<file path="src/verilog/oms_regs.svh">
// Purpose: offsets, field positions, reset values of the mode/config bank
// Assumes: byte-wide register port
// Notes: definitions only
`ifndef OMS_REGS_SVH
`define OMS_REGS_SVH
`define OMS_ADDR_MODE 8'h14
`define OMS_ADDR_CFG1 8'h15
`define OMS_CFG1_RST_BIT 7
`define OMS_CFG1_ACTIVE_BIT 0
`define OMS_CFG1_RESET_GND 8'h00
`define OMS_CFG1_RESET_VDD 8'h03
`define OMS_MODE_STANDBY 2'h0
`define OMS_MODE_WAKE 2'h1
`define OMS_MODE_SLEEP 2'h2
`define OMS_MODE_TRIG 2'h3
`endif

</file>
<file path="src/verilog/oms_pkg.sv">
// Purpose: types of the mode/config bank
// Assumes: nothing
// Notes: field layout matches sensor_config_one bit order
package oms_pkg;
   typedef struct packed {
      logic soft_reset;
      logic [1:0] selftest_axis_select;
      logic selftest_polarity;
      logic serial_wire_mode;
      logic [1:0] full_scale_range;
      logic active;
   } oms_cfg_t;

   typedef enum logic [4:0] {
      OMS_ST_STANDBY = 5'h01,
      OMS_ST_WAKE = 5'h02,
      OMS_ST_SLEEP = 5'h04,
      OMS_ST_TRIG_WAIT = 5'h08,
      OMS_ST_TRIG_MEAS = 5'h10
   } oms_state_t;

   typedef struct packed {
      logic level;
      logic oe_n;
   } oms_pin_t;
endpackage

</file>
<file path="src/verilog/oms_mode_bank.sv">
// Contract
// - mode field codes: standby, wake, sleep, trigger
// - strap grounded: come up in standby
// - strap high, motion high: come up wake
// - no trigger mode while strap high
// - awaiting trigger reports trigger mode code
// - measurement reports wake, then back to trigger
// - wake output level on selected irq pin
// - entering measuring mode clears debounce counters
// - config register fields at 15h, read/write except soft reset bit, which the reload clears
// - config defaults follow boot strap
//
// Purpose: operating-mode status and primary sensor configuration
// Assumes: inputs synchronous to i_mclk; strap stable around reset
// Notes: soft reset reloads defaults one cycle after the write
`timescale 1ns/1ps
`include "oms_regs.svh"
module oms_mode_bank
   import oms_pkg::*;
(
   input wire logic i_mclk,
   input wire logic i_resetn,
   input wire logic i_ce,
   input wire logic i_boot_strap_pin,
   input wire logic i_motion_detect_output,
   input wire logic i_pin2_function_select,
   input wire logic i_trigger,
   input wire logic i_meas_done,
   input wire logic i_sleep_request,
   input wire logic i_wake_request,
   input wire logic i_wake_output_enable,
   input wire logic i_wake_output_pin_select,
   input wire logic i_irq_polarity,
   input wire logic [7:0] i_reg_addr,
   input wire logic i_reg_wr,
   input wire logic i_reg_rd,
   input wire logic [7:0] i_reg_wdata,
   output logic [7:0] o_reg_rdata,
   output logic [1:0] o_operating_mode,
   output oms_cfg_t o_sensor_config,
   output logic o_debounce_clear,
   output oms_pin_t o_irq_pin_one,
   output oms_pin_t o_irq_pin_two
);
   logic boot_pending_reg;
   logic soft_reset_reg;
   logic load_defaults;
   logic cfg_wr;
   logic [7:0] cfg_default;
   logic [7:0] cfg_value;
   oms_cfg_t cfg;
   oms_state_t state_reg;
   oms_state_t state_next;
   logic [1:0] mode_code;
   logic [1:0] mode_reg;
   logic trig_allowed;

   // strap is caught on the first enabled edge after release, never in reset
   always_ff @(posedge i_mclk or negedge i_resetn)
   begin
      if (!i_resetn)
         boot_pending_reg <= 1'b1;
      else if (i_ce)
         boot_pending_reg <= 1'b0;
   end

   // only the config offset is writable; mode offset has no write path
   assign cfg_wr = i_reg_wr && (i_reg_addr == `OMS_ADDR_CFG1);

   always_ff @(posedge i_mclk or negedge i_resetn)
   begin
      if (!i_resetn)
         soft_reset_reg <= 1'b0;
      else if (i_ce)
         soft_reset_reg <= cfg_wr && i_reg_wdata[`OMS_CFG1_RST_BIT];
   end

   assign load_defaults = boot_pending_reg || soft_reset_reg;
   assign cfg_default = i_boot_strap_pin ? `OMS_CFG1_RESET_VDD
                                         : `OMS_CFG1_RESET_GND;

   oms_cfg_reg #(.WIDTH(8)) u_cfg1
   (
      .i_mclk(i_mclk),
      .i_resetn(i_resetn),
      .i_ce(i_ce),
      .i_load(load_defaults),
      .i_default(cfg_default),
      .i_wr(cfg_wr),
      .i_wdata(i_reg_wdata),
      .o_value(cfg_value)
   );
   assign cfg = oms_cfg_t'(cfg_value);

   assign trig_allowed = i_pin2_function_select && !i_boot_strap_pin;

   always_comb
   begin
      state_next = state_reg;
      if (load_defaults)
      begin
         if (!i_boot_strap_pin)
            state_next = OMS_ST_STANDBY;
         else if (i_motion_detect_output)
            state_next = OMS_ST_WAKE;
         else
            state_next = OMS_ST_SLEEP;
      end
      else if (!cfg.active)
         state_next = OMS_ST_STANDBY;
      else
      begin
         unique case (state_reg)
            OMS_ST_STANDBY:
               state_next = trig_allowed ? OMS_ST_TRIG_WAIT : OMS_ST_WAKE;
            OMS_ST_WAKE:
            begin
               if (trig_allowed)
                  state_next = OMS_ST_TRIG_WAIT;
               else if (i_sleep_request)
                  state_next = OMS_ST_SLEEP;
            end
            OMS_ST_SLEEP:
            begin
               if (trig_allowed)
                  state_next = OMS_ST_TRIG_WAIT;
               else if (i_wake_request)
                  state_next = OMS_ST_WAKE;
            end
            OMS_ST_TRIG_WAIT:
            begin
               if (!trig_allowed)
                  state_next = OMS_ST_WAKE;
               else if (i_trigger)
                  state_next = OMS_ST_TRIG_MEAS;
            end
            OMS_ST_TRIG_MEAS:
            begin
               if (i_meas_done)
                  state_next = OMS_ST_TRIG_WAIT;
            end
            default:
               state_next = OMS_ST_STANDBY;
         endcase
      end
   end

   always_ff @(posedge i_mclk or negedge i_resetn)
   begin
      if (!i_resetn)
         state_reg <= OMS_ST_STANDBY;
      else if (i_ce)
         state_reg <= state_next;
   end

   always_comb
   begin
      unique case (state_reg)
         OMS_ST_WAKE: mode_code = `OMS_MODE_WAKE;
         OMS_ST_SLEEP: mode_code = `OMS_MODE_SLEEP;
         OMS_ST_TRIG_WAIT: mode_code = `OMS_MODE_TRIG;
         OMS_ST_TRIG_MEAS: mode_code = `OMS_MODE_WAKE;
         default: mode_code = `OMS_MODE_STANDBY;
      endcase
   end

   always_ff @(posedge i_mclk or negedge i_resetn)
   begin
      if (!i_resetn)
      begin
         mode_reg <= `OMS_MODE_STANDBY;
         o_debounce_clear <= 1'b0;
      end
      else if (i_ce)
      begin
         mode_reg <= mode_code;
         // one pulse per change into any measuring code
         o_debounce_clear <= (mode_code != mode_reg)
                             && (mode_code != `OMS_MODE_STANDBY);
      end
   end
   assign o_operating_mode = mode_reg;

   always_ff @(posedge i_mclk or negedge i_resetn)
   begin
      if (!i_resetn)
         o_sensor_config <= '0;
      else if (i_ce)
         o_sensor_config <= cfg;
   end

   // pins released (oe_n high) unless the wake level is being driven
   always_ff @(posedge i_mclk or negedge i_resetn)
   begin
      if (!i_resetn)
      begin
         o_irq_pin_one <= '{level: 1'b0, oe_n: 1'b1};
         o_irq_pin_two <= '{level: 1'b0, oe_n: 1'b1};
      end
      else if (i_ce)
      begin
         o_irq_pin_one.level <= i_irq_polarity;
         o_irq_pin_two.level <= i_irq_polarity;
         o_irq_pin_one.oe_n <= !(i_wake_output_enable && mode_code == `OMS_MODE_WAKE
                                 && !i_wake_output_pin_select);
         o_irq_pin_two.oe_n <= !(i_wake_output_enable && mode_code == `OMS_MODE_WAKE
                                 && i_wake_output_pin_select);
      end
   end

   always_ff @(posedge i_mclk or negedge i_resetn)
   begin
      if (!i_resetn)
         o_reg_rdata <= 8'h00;
      else if (i_ce && i_reg_rd)
      begin
         // upper mode bits belong to buffer logic outside; read as zero here
         if (i_reg_addr == `OMS_ADDR_MODE)
            o_reg_rdata <= {6'h00, mode_reg};
         else if (i_reg_addr == `OMS_ADDR_CFG1)
            o_reg_rdata <= cfg_value;
         else
            o_reg_rdata <= 8'h00;
      end
   end
endmodule

</file>
<file path="src/verilog/oms_cfg_reg.sv">
// Purpose: one read/write register with strap-dependent default reload
// Assumes: default value stable while reload is requested
// Notes: async reset gives zero; defaults land on reload
`timescale 1ns/1ps
module oms_cfg_reg
#(
   parameter int WIDTH = 8
)
(
   input wire logic i_mclk,
   input wire logic i_resetn,
   input wire logic i_ce,
   input wire logic i_load,
   input wire logic [WIDTH-1:0] i_default,
   input wire logic i_wr,
   input wire logic [WIDTH-1:0] i_wdata,
   output logic [WIDTH-1:0] o_value
);
   always_ff @(posedge i_mclk or negedge i_resetn)
   begin
      if (!i_resetn)
         o_value <= '0;
      else if (i_ce)
      begin
         // reload beats a write in the same cycle
         if (i_load)
            o_value <= i_default;
         else if (i_wr)
            o_value <= i_wdata;
      end
   end
endmodule

</file>
<file path="config.mk">
export PLATFORM = sky130hd
export DESIGN_NAME = oms_mode_bank
export DESIGN_NICKNAME = d
export VERILOG_FILES = /design/src/verilog/oms_pkg.sv /design/src/verilog/oms_mode_bank.sv /design/src/verilog/oms_cfg_reg.sv
export VERILOG_INCLUDE_DIRS = /design/src /design/src/verilog
export SDC_FILE = /design/constraint.sdc
export NUM_CORES = 1
export LEC_CHECK = 0
export ABC_AREA = 0
export BUFFER_PORTS_ARGS = -buffer_cell sky130_fd_sc_hd__buf_2
export CAP_MARGIN = 15
export CELL_PAD_IN_SITES_DETAIL_PLACEMENT = 2
export CELL_PAD_IN_SITES_GLOBAL_PLACEMENT = 2
export CORE_MARGIN = 2
export CORE_UTILIZATION = 29
export DETAILED_ROUTE_END_ITERATION = 10
export PLACE_DENSITY_LB_ADDON = 0.08
export SYNTH_ARGS = -nofsm -noshare
export SYNTH_HDL_FRONTEND = slang
export SYNTH_SLANG_ARGS = --single-unit
</file>
<file path="constraint.sdc">
create_clock -name i_mclk -period 1.74 [get_ports i_mclk]
set_input_delay 0.348 -clock i_mclk [delete_from_list [all_inputs] [get_ports i_mclk]]
set_output_delay 0.348 -clock i_mclk [all_outputs]
set_load 0.05 [all_outputs]
</file>
==> impl_metrics.py, run 1 <==
metrics = {
    "route": {
        "num_vias": 1574,
        "wire_per_inst_um": 18.1,
        "first_pass_iters": 2,
        "first_iter_violations": 39,
        "drc": 0,
        "drtAntennaViolNets": 0,
        "viasPerCell": 4.97,
        "wl_um": 5740,
    },
    "power": {
        "irDropWorstVdd_v": 0.000458,
        "p_switching_mw": 0.482,
        "p_int_mw": 1.30,
        "sw_frac_of_total_pct": 27.0,
        "p_leak_nw": 1.28,
        "p_comb_share_pct": 13.8,
        "clkPwrFrac_pct": 35.8,
        "power.density_nw_per_um2": 716,
        "seq_power_share_pct": 50.4,
    },
    "floorplan": {
        "die_h_um": 83.3,
        "ios": 54,
        "initial_core_util_pct": 30.4,
        "die_w_um": 83.3,
        "fp-row-count": 28,
        "die_area_um2": 6930,
        "fp.coreArea_um2": 5990,
    },
    "clock_tree": {
        "cts-htree-levels": 2,
        "cts_tree": "yes",
        "numCtsBuffers": 5,
        "clk_pin_slew_ns": 0.07,
        "postCtsHoldBufs": 0,
        "clkLatencyLatePin_ns": 0.29,
        "root_buffer": "clkbuf_8",
        "clock_path_buffers": 2,
        "cts_num_sinks": 37,
    },
    "grt": {
        "grt_max_degree": 38,
        "grt_antenna_before_repair": 0,
        "grt_pass1_wl_um": 9500,
        "overflow": 0,
        "grt_pass1_vias": 1805,
        "grt_use_total_pct": 17.4,
    },
    "min_path": {
        "min_path_type": "in2async",
    },
    "sta": {
        "fin_skew_ns": 0.00865,
        "rsz0062_at_grt": "true",
        "finalMaxSlewViolations": 0,
        "slew_headroom_pct": 67.5,
        "worst_pin_slew_ns": 0.488,
        "fin_crit_ns": 1.81,
        "post-route-period-util_pct": 104,
        "report.final.hold_viol_count": 0,
        "fmax_mhz": 552,
        "holdWs_ns": 0.0892,
        "setup_viol": 3,
        "layout_setup_ws_ns": -0.0715,
    },
    "worst_setup_path": {
        "path_cells": "nor3_4 > nand3b_1 > o21ai_2 > buf_4 > or4_4 > o22ai_2",
        "slowest_delay_ns": 0.64,
        "crit_type": "reg2reg",
        "crit_path_start": "state_reg[0]",
        "crit_required_ns": 1.95,
        "arrival_ns": 2.02,
        "cp_num_buf_inv": 1,
        "crit_family": "simple AND/OR/NAND/NOR gates",
        "timing.rr.start": "state_reg[0]",
        "endpoint_kind": "flip-flop",
        "critical_path.max_fanout": 6,
        "cp-start-kind": "flip-flop",
        "worst_path_max_delay_cell": "dfstp_2",
    },
    "layout": {
        "antennaDiodeCount": 0,
        "top_regs": "o_reg_rdata (8), o_sensor_config (8), u_cfg1.o_value (8)",
        "synthToLayoutAreaGrowth_pct": 36.8,
        "n_fill_cell": 648,
        "mostFrequentLayoutCells": "53 x buf_2, 30 x dfrtp_1, 24 x buf_4",
        "fin_util_pct": 41.6,
        "layout_commonest_cell": "buf_2",
        "layout-drive-gt1-share_pct": 51.2,
        "nets": 272,
    },
    "yosys": {
        "ys_warn_count": 0,
        "ys_seq_elements": 37,
        "async_flop_share_pct": 100,
        "synthFlopType": "dfrtp_1",
        "netlist_area_um2": 1820,
        "netlist_instances": 164,
        "synth-edff-count": 0,
        "synth.avg_cell_area_um2": 11.1,
        "seq_area_frac_synth_pct": 51.1,
        "ys_types": 47,
        "syn-num-nets": 195,
    },
    "placed_design": {
        "place.gp.congestion": 0.801,
        "dp_slack_ns": -0.107,
        "io_buffers": 53,
        "hpwlAfterDp_um": 4370,
    },
    "outcome": {
        "status": "finished, violations left",
        "violations": "setup timing",
    },
    "run": {
        "drv_cap": 0,
    },
}
cell type report:
| type | instances | area (µm²) | share of cell area [%] |
|---|---|---|---|
| Clock buffer | 6 | 82.6 | 3.31 |
| Clock inverter | 2 | 13.8 | 0.552 |
| Inverter | 9 | 33.8 | 1.36 |
| Multi-Input combinational cell | 108 | 837 | 33.6 |
| Sequential cell | 37 | 935 | 37.5 |
| Tap cell | 75 | 93.8 | 3.77 |
| Timing Repair Buffer | 80 | 497 | 19.9 |
final timing paths:
kind                                endpoint  slack [ns]  cells past startpoint
min                         o_debounce_clear        0.09                      2
max reg2reg                     state_reg[3]       -0.07                      6
max                             state_reg[3]       -0.07                      6
max in group asynchronous       state_reg[4]        1.27                      2
min reg2reg                   o_reg_rdata[0]        0.48                      2
min in group i_mclk        u_cfg1.o_value[4]        0.27                      2
what timing repair did:
item,CTS,global route
setup buffers,3,2
resized for setup,9,4
endpoints found under the setup margin,5,5
pin swaps,5,3
endpoints found under the hold margin,0,0
cell families (layout without fill, tap and decap cells):
group / after synthesis / count (layout) / synth area share, %
flip-flops: 37 / 37 / 51.1
multiplexers: 18 / 18 / 11.3
buffers and inverters: 19 / 97 / 5.49
AND/OR/NAND/NOR: 45 / 45 / 13.0
AO/OA/AOI/OAI: 40 / 40 / 16.8
XOR/XNOR: 5 / 5 / 2.40
synth_stat cells, types with 3 or more instances:
master | count | area share (%)
dfrtp_1 | 33 | 45
mux2_2 | 12 | 7.4
nand2_1 | 12 | 2.5
nor2_1 | 10 | 2.1
o21ai_0 | 10 | 2.7
inv_1 | 9 | 1.9
a22o_1 | 6 | 2.9
a22o_2 | 5 | 2.7
xor2_1 | 5 | 2.4
dfstp_2 | 4 | 5.8
mux2i_1 | 4 | 2.2
nand3_1 | 4 | 1.1
buf_4 | 3 | 1.2
clkbuf_1 | 3 | 0.62
nor3_1 | 3 | 0.82
o22a_1 | 3 | 1.4
metal layers:
layer	GRT usage [%]	part of all wire [%]
met5	0	0
met2	29.4	51
met4	5.37	1.4
met3	4.77	4.9
met1	21.7	43
power by group through the flow:
stage	sequential, mW	clock (mW)	combinational, mW
6_report	0.899	0.639	0.246
5_1_grt	0.903	0.704	0.268
4_1_cts	0.899	0.664	0.247
3_5_place_dp	0.914	0	0.233
3_3_place_gp	0.912	0	0.222
2_1_floorplan	0.945	0	0.0862
through the flow:
step	std cells	TNS, ns	power [mW]	cell area (µm²)
6_report	317	-0.171	1.78	2490
5_1_grt	317	-0.479	1.87	2490
4_1_cts	315	-0.0680	1.81	2460
3_5_place_dp	304	-0.985	1.15	2290
3_3_place_gp	304	-0.148	1.13	2290
2_1_floorplan	164	0	1.03	1820
No activity file was read; power rests on OpenSTA's default activity.
==> inputs of run 2 (changes only) <==
Settings changed: CORE_MARGIN 2 to 5.
==> impl_metrics.py, run 2 (same netlist as run 1, synthesis figures left out) <==
metrics = {
    "outcome": {
        "status": "finished, violations left",
        "violations": "setup timing",
    },
    "route": {
        "viasPerCell": 5.01,
        "wire_per_inst_um": 17.1,
        "first_pass_iters": 4,
        "num_vias": 1564,
        "first_iter_violations": 51,
        "wl_um": 5330,
        "drtAntennaViolNets": 0,
        "drc": 0,
    },
    "floorplan": {
        "ios": 54,
        "die_w_um": 89.3,
        "fp-row-count": 28,
        "die_area_um2": 7970,
        "fp.coreArea_um2": 6030,
        "initial_core_util_pct": 30.2,
        "die_h_um": 89.3,
    },
    "power": {
        "sw_frac_of_total_pct": 26.4,
        "clkPwrFrac_pct": 35.9,
        "p_switching_mw": 0.462,
        "seq_power_share_pct": 51.3,
        "irDropWorstVdd_v": 0.000374,
        "p_comb_share_pct": 12.8,
        "p_leak_nw": 1.23,
        "p_int_mw": 1.29,
        "power.density_nw_per_um2": 733,
    },
    "layout": {
        "synthToLayoutAreaGrowth_pct": 31.0,
        "layout_commonest_cell": "buf_2",
        "design_area_um2": 2390,
        "mostFrequentLayoutCells": "53 x buf_2, 31 x dfrtp_1, 22 x buf_4",
        "antennaDiodeCount": 0,
        "layout-drive-gt1-share_pct": 47.7,
        "top_regs": "o_reg_rdata (8), o_sensor_config (8), u_cfg1.o_value (8)",
        "nets": 267,
    },
    "clock_tree": {
        "clkLatencyLatePin_ns": 0.29,
        "cts-htree-levels": 2,
        "numCtsBuffers": 5,
        "clk_pin_slew_ns": 0.07,
        "cts_tree": "yes",
        "cts_num_sinks": 37,
        "postCtsHoldBufs": 0,
        "clock_path_buffers": 2,
        "root_buffer": "clkbuf_8",
    },
    "sta": {
        "setup_viol": 1,
        "fmax_mhz": 561,
        "rsz0062_at_grt": "true",
        "layout_setup_ws_ns": -0.0424,
        "slew_headroom_pct": 67.9,
        "report.final.hold_viol_count": 0,
        "finalMaxSlewViolations": 0,
        "post-route-period-util_pct": 102,
        "fin_crit_ns": 1.78,
        "worst_pin_slew_ns": 0.481,
        "fin_skew_ns": 0.00456,
    },
    "worst_setup_path": {
        "reg2reg_depth": 5,
        "arrival_ns": 1.99,
        "crit_required_ns": 1.95,
        "r2r_slack_ns": -0.04,
        "path_cells": "xor2_1 > mux2i_1 > o31a_1 > or4_1 > o22ai_1",
        "crit_type": "reg2reg",
        "cp-start-kind": "flip-flop",
        "slowest_delay_ns": 0.62,
        "endpoint_kind": "flip-flop",
        "timing.rr.start": "state_reg[0]",
        "worst_path_max_delay_cell": "dfstp_2",
        "critical_path.max_fanout": 6,
        "timing.rr.end": "state_reg[3]",
    },
    "grt": {
        "grt_antenna_before_repair": 0,
        "grt_use_total_pct": 14.5,
        "grt_max_degree": 38,
        "grt_pass1_wl_um": 8700,
        "grt_pass1_vias": 1795,
        "overflow": 0,
    },
    "placed_design": {
        "place.gp.congestion": 0.825,
        "place_area_um2": 2260,
        "hpwlAfterDp_um": 4250,
        "io_buffers": 53,
        "dp_slack_ns": -0.0916,
    },
    "min_path": {
        "min_path_type": "in2async",
    },
    "run": {
        "drv_cap": 0,
    },
}
## run 2: cell count changes in the layout (fill, tap and decap cells not counted), sizes merged
cell      change
clkinvlp      +1
buf           -5
clkbuf        +1
clkinv        -2
## run 2: cell type report
class                           count  area, µm²
Fill cell                         681       3640
Sequential cell                    37        933
Multi-Input combinational cell    108        802
Timing Repair Buffer               75        430
Tap cell                           75       93.8
Clock buffer                        7       86.3
Inverter                            9       33.8
Clock inverter                      1       7.51
## run 2: layer usage
layer | vias to the layer above | GRT usage [%] | part of all wire (%)
met2 | 48 | 24.0 | 49
met1 | 774 | 18.1 | 43
met3 | 7 | 4.15 | 6.6
li1 | 735 | - | -
met4 | 0 | 4.60 | 1.3
met5 | - | 0 | 0
## run 2: how the worst max path moves through the flow
| stage | start | end | slack (ns) | depth (start not counted) |
|---|---|---|---|---|
| 3_3_place_gp | i_reg_addr[5] | u_cfg1.o_value[0] | -0.04 | 6 |
| 4_1_cts | state_reg[0] | state_reg[3] | 0.007 | 5 |
| 5_1_grt | state_reg[0] | state_reg[3] | -0.09 | 5 |
| 2_1_floorplan | state_reg[0] | state_reg[2] | 0.08 | 6 |
| 3_5_place_dp | i_reg_addr[5] | u_cfg1.o_value[0] | -0.09 | 6 |
| 6_report | state_reg[0] | state_reg[3] | -0.04 | 5 |
## run 2: through the flow
step	instances	setup TNS (ns)	power, mW	hold slack [ns]	util [%]
final	312	-0.0424	1.75	0.0969	39.6
after global routing	312	-0.299	1.84	0.144	39.6
after CTS	311	0	1.78	0.114	39.3
after detailed placement	302	-0.440	1.14	0.430	37.6
after global placement	302	-0.152	1.13	0.418	37.6
after floorplan	164	0	1.03	0.0524	-
## run 2: worst max-delay path: cells and delay by family, from the launching register on
family	cells	cell delay (ns)
and+or+nand+nor	1	0.40
muxes	1	0.12
xor gates and xnor gates	1	0.16
AOI/OAI and AO/OA	2	0.39
DFF	1	0.62
## run 2: power by group through the flow
stage	logic (mW)	registers, mW	clock network, mW
after global placement	0.212	0.913	0
after floorplan	0.0862	0.945	0
after CTS	0.225	0.897	0.655
after detailed placement	0.221	0.915	0
final	0.224	0.898	0.629
after global routing	0.246	0.901	0.693
## run 2: what timing repair did
| action | 4_1_cts | 5_1_grt |
|---|---|---|
| setup endpoints to repair | 3 | 5 |
| resized for setup | 0 | 4 |
| setup buffers | 1 | 1 |
| pin swaps | 0 | 2 |
==> inputs of run 3 (changes only) <==
Settings changed: CELL_PAD_IN_SITES_DETAIL_PLACEMENT 2 to 1, CELL_PAD_IN_SITES_GLOBAL_PLACEMENT 2 to 1, CORE_UTILIZATION 29 to 35, SYNTH_HIERARCHICAL from default to 1.
==> impl_metrics.py, run 3 <==
metrics = {
    "worst_setup_path": {
        "crit_type": "reg2reg",
        "reg2reg_depth": 5,
        "crit_required_ns": 1.91,
        "endpoint_kind": "flip-flop",
        "arrival_ns": 2.13,
        "cp-start-kind": "flip-flop",
        "critical_path.max_fanout": 5,
    },
    "floorplan": {
        "fp-row-count": 26,
        "ios": 54,
        "initial_core_util_pct": 36.5,
        "die_h_um": 83.7,
        "die_area_um2": 7010,
        "fp.coreArea_um2": 5200,
        "die_w_um": 83.7,
    },
    "yosys": {
        "synthFlopType": "dfrtp_1",
        "seq_area_frac_synth_pct": 48.9,
        "synth-edff-count": 0,
        "netlist_instances": 180,
        "ys_types": 46,
        "ys_warn_count": 6,
        "netlist_area_um2": 1900,
        "ys_seq_elements": 37,
        "yosysMostFrequentCell": "dfrtp_1",
        "async_flop_share_pct": 100,
        "ys_top_cells_by_area": "dfrtp_1 43%, mux2_2 5.9%, dfstp_2 5.5%",
        "synth_top_area_share_pct": 43.4,
        "synth_commonest_cells": "33 x dfrtp_1, 21 x nor2_1, 11 x nand2_1",
        "yosysTopAreaCell": "dfrtp_1",
        "synth.avg_cell_area_um2": 10.6,
    },
    "sta": {
        "fin_crit_ns": 1.96,
        "rsz0062_at_grt": "true",
        "fmax_mhz": 510,
        "fin_skew_ns": 0.00654,
        "setup_viol": 5,
        "fin_setup_tns_ns": -1.05,
        "report.final.hold_viol_count": 0,
        "finalMaxSlewViolations": 0,
        "layout_setup_ws_ns": -0.220,
        "post-route-period-util_pct": 113,
    },
    "min_path": {
        "min_path_type": "in2async",
    },
    "clock_tree": {
        "clk_pin_slew_ns": 0.07,
        "numCtsBuffers": 5,
        "postCtsHoldBufs": 0,
        "cts_tree": "yes",
        "clkLatencyLatePin_ns": 0.28,
        "cts_setup_buffers": 0,
        "cts_num_sinks": 37,
        "clock_path_buffers": 2,
        "cts-htree-levels": 2,
        "root_buffer": "clkbuf_8",
    },
    "route": {
        "wire_per_inst_um": 16.1,
        "first_pass_iters": 4,
        "first_iter_violations": 61,
        "drc": 0,
        "wl_um": 5250,
        "drtAntennaViolNets": 0,
        "viasPerCell": 5.13,
        "num_vias": 1667,
    },
    "grt": {
        "grt_use_total_pct": 16.2,
        "grt_max_degree": 38,
        "grt_pass1_vias": 1839,
        "overflow": 0,
        "grt_antenna_before_repair": 0,
        "grt_pass1_wl_um": 9150,
    },
    "layout": {
        "layout_commonest_cell": "buf_2",
        "nets": 285,
        "layout-drive-gt1-share_pct": 42.0,
        "synthToLayoutAreaGrowth_pct": 30.2,
        "stdcell_count": 325,
        "mostFrequentLayoutCells": "53 x buf_2, 33 x dfrtp_1, 21 x nor2_1",
        "seqCellArea_um2": 931,
        "n_fill_cell": 615,
        "multi_input_area_um2": 928,
        "fin_util_pct": 47.6,
        "antennaDiodeCount": 0,
        "top_regs": "o_reg_rdata (8), o_sensor_config (8), u_cfg1/o_value (8)",
    },
    "outcome": {
        "status": "finished, violations left",
        "violations": "setup timing",
    },
    "placed_design": {
        "io_buffers": 53,
        "hpwlAfterDp_um": 4140,
        "dp.cells": 317,
        "place.gp.congestion": 0.861,
    },
    "power": {
        "p_leak_nw": 1.22,
        "power.density_nw_per_um2": 657,
        "irDropWorstVdd_v": 0.000281,
    },
    "run": {
        "drv_cap": 0,
    },
}
==> run 3: path summary, 6_finish.rpt <==
path                                         end                     start  slack, ns
worst max-delay path                state_reg[2]              state_reg[1]      -0.22
worst min-delay path              o_reg_rdata[7]                  i_resetn       0.10
worst max register to register      state_reg[2]              state_reg[1]      -0.22
worst min register to register  boot_pending_reg          boot_pending_reg       0.49
max in group asynchronous       o_irq_pin_two[0]                  i_resetn       1.27
min in group i_mclk             o_irq_pin_two[0]  i_wake_output_pin_select       0.21
==> run 3: cell families (layout without fill, tap and decap cells) <==
| family | Yosys count | count (layout) | synth area share [%] |
|---|---|---|---|
| simple gates | 62 | 62 | 17.4 |
| flops | 37 | 37 | 48.9 |
| other cells | 1 | 6 | 0.197 |
| buf+inv | 16 | 86 | 4.67 |
| xor+xnor | 3 | 3 | 1.38 |
| mux | 18 | 18 | 11.5 |
| compound gates | 43 | 43 | 15.9 |
==> run 3: critical path, stage by stage, from the launching register on <==
cell and delay [ns]:
dfrtp_1 0.38, or3_4 0.39, or4b_4 0.51, o21ai_4 0.16, nor3_4 0.09, mux2_4 0.31
==> run 3: layer usage <==
layer  share of wire, %  GRT usage [%]
met5                  0              0
met4                1.4           4.53
met1                 40           18.2
met3                3.6           3.85
met2                 55           30.0
==> run 3: stage by stage <==
step                power, mW  cell area, µm²  worst slack (ns)  hold WS (ns)
floorplan               0.991            1920            -0.258        0.0524
global placement         1.07            2370            -0.151         0.417
detailed placement       1.08            2370            -0.224         0.435
CTS                      1.67            2480            -0.220         0.125
global route             1.72            2480            -0.258         0.155
finish                   1.63            2480            -0.220         0.105
==> run 3: what timing repair did <==
| action | 4_1_cts | 5_1_grt |
|---|---|---|
| gates resized for setup | 5 | 0 |
| setup endpoints to repair | 5 | 5 |
| pin swaps | 0 | 0 |
==> run 3: area by class of cell <==
cell class | instances | share of cell area, %
clock buffer | 6 | 2.93
clock inverter | 2 | 0.404
inverter | 5 | 0.758
multi-input combinational | 132 | 37.5
sequential | 37 | 37.6
tap | 70 | 3.54
timing repair buffer | 73 | 17.3
==> run 3: where the power goes <==
| group | total (mW) | switching (mW) | internal, mW | leakage (nW) |
|---|---|---|---|---|
| combinational | 0.181 | 0.113 | 0.0672 | 0.682 |
| sequential | 0.881 | 0.00808 | 0.873 | 0.496 |
| clock | 0.566 | 0.289 | 0.277 | 0.0450 |
| total | 1.63 | 0.410 | 1.22 | 1.22 |
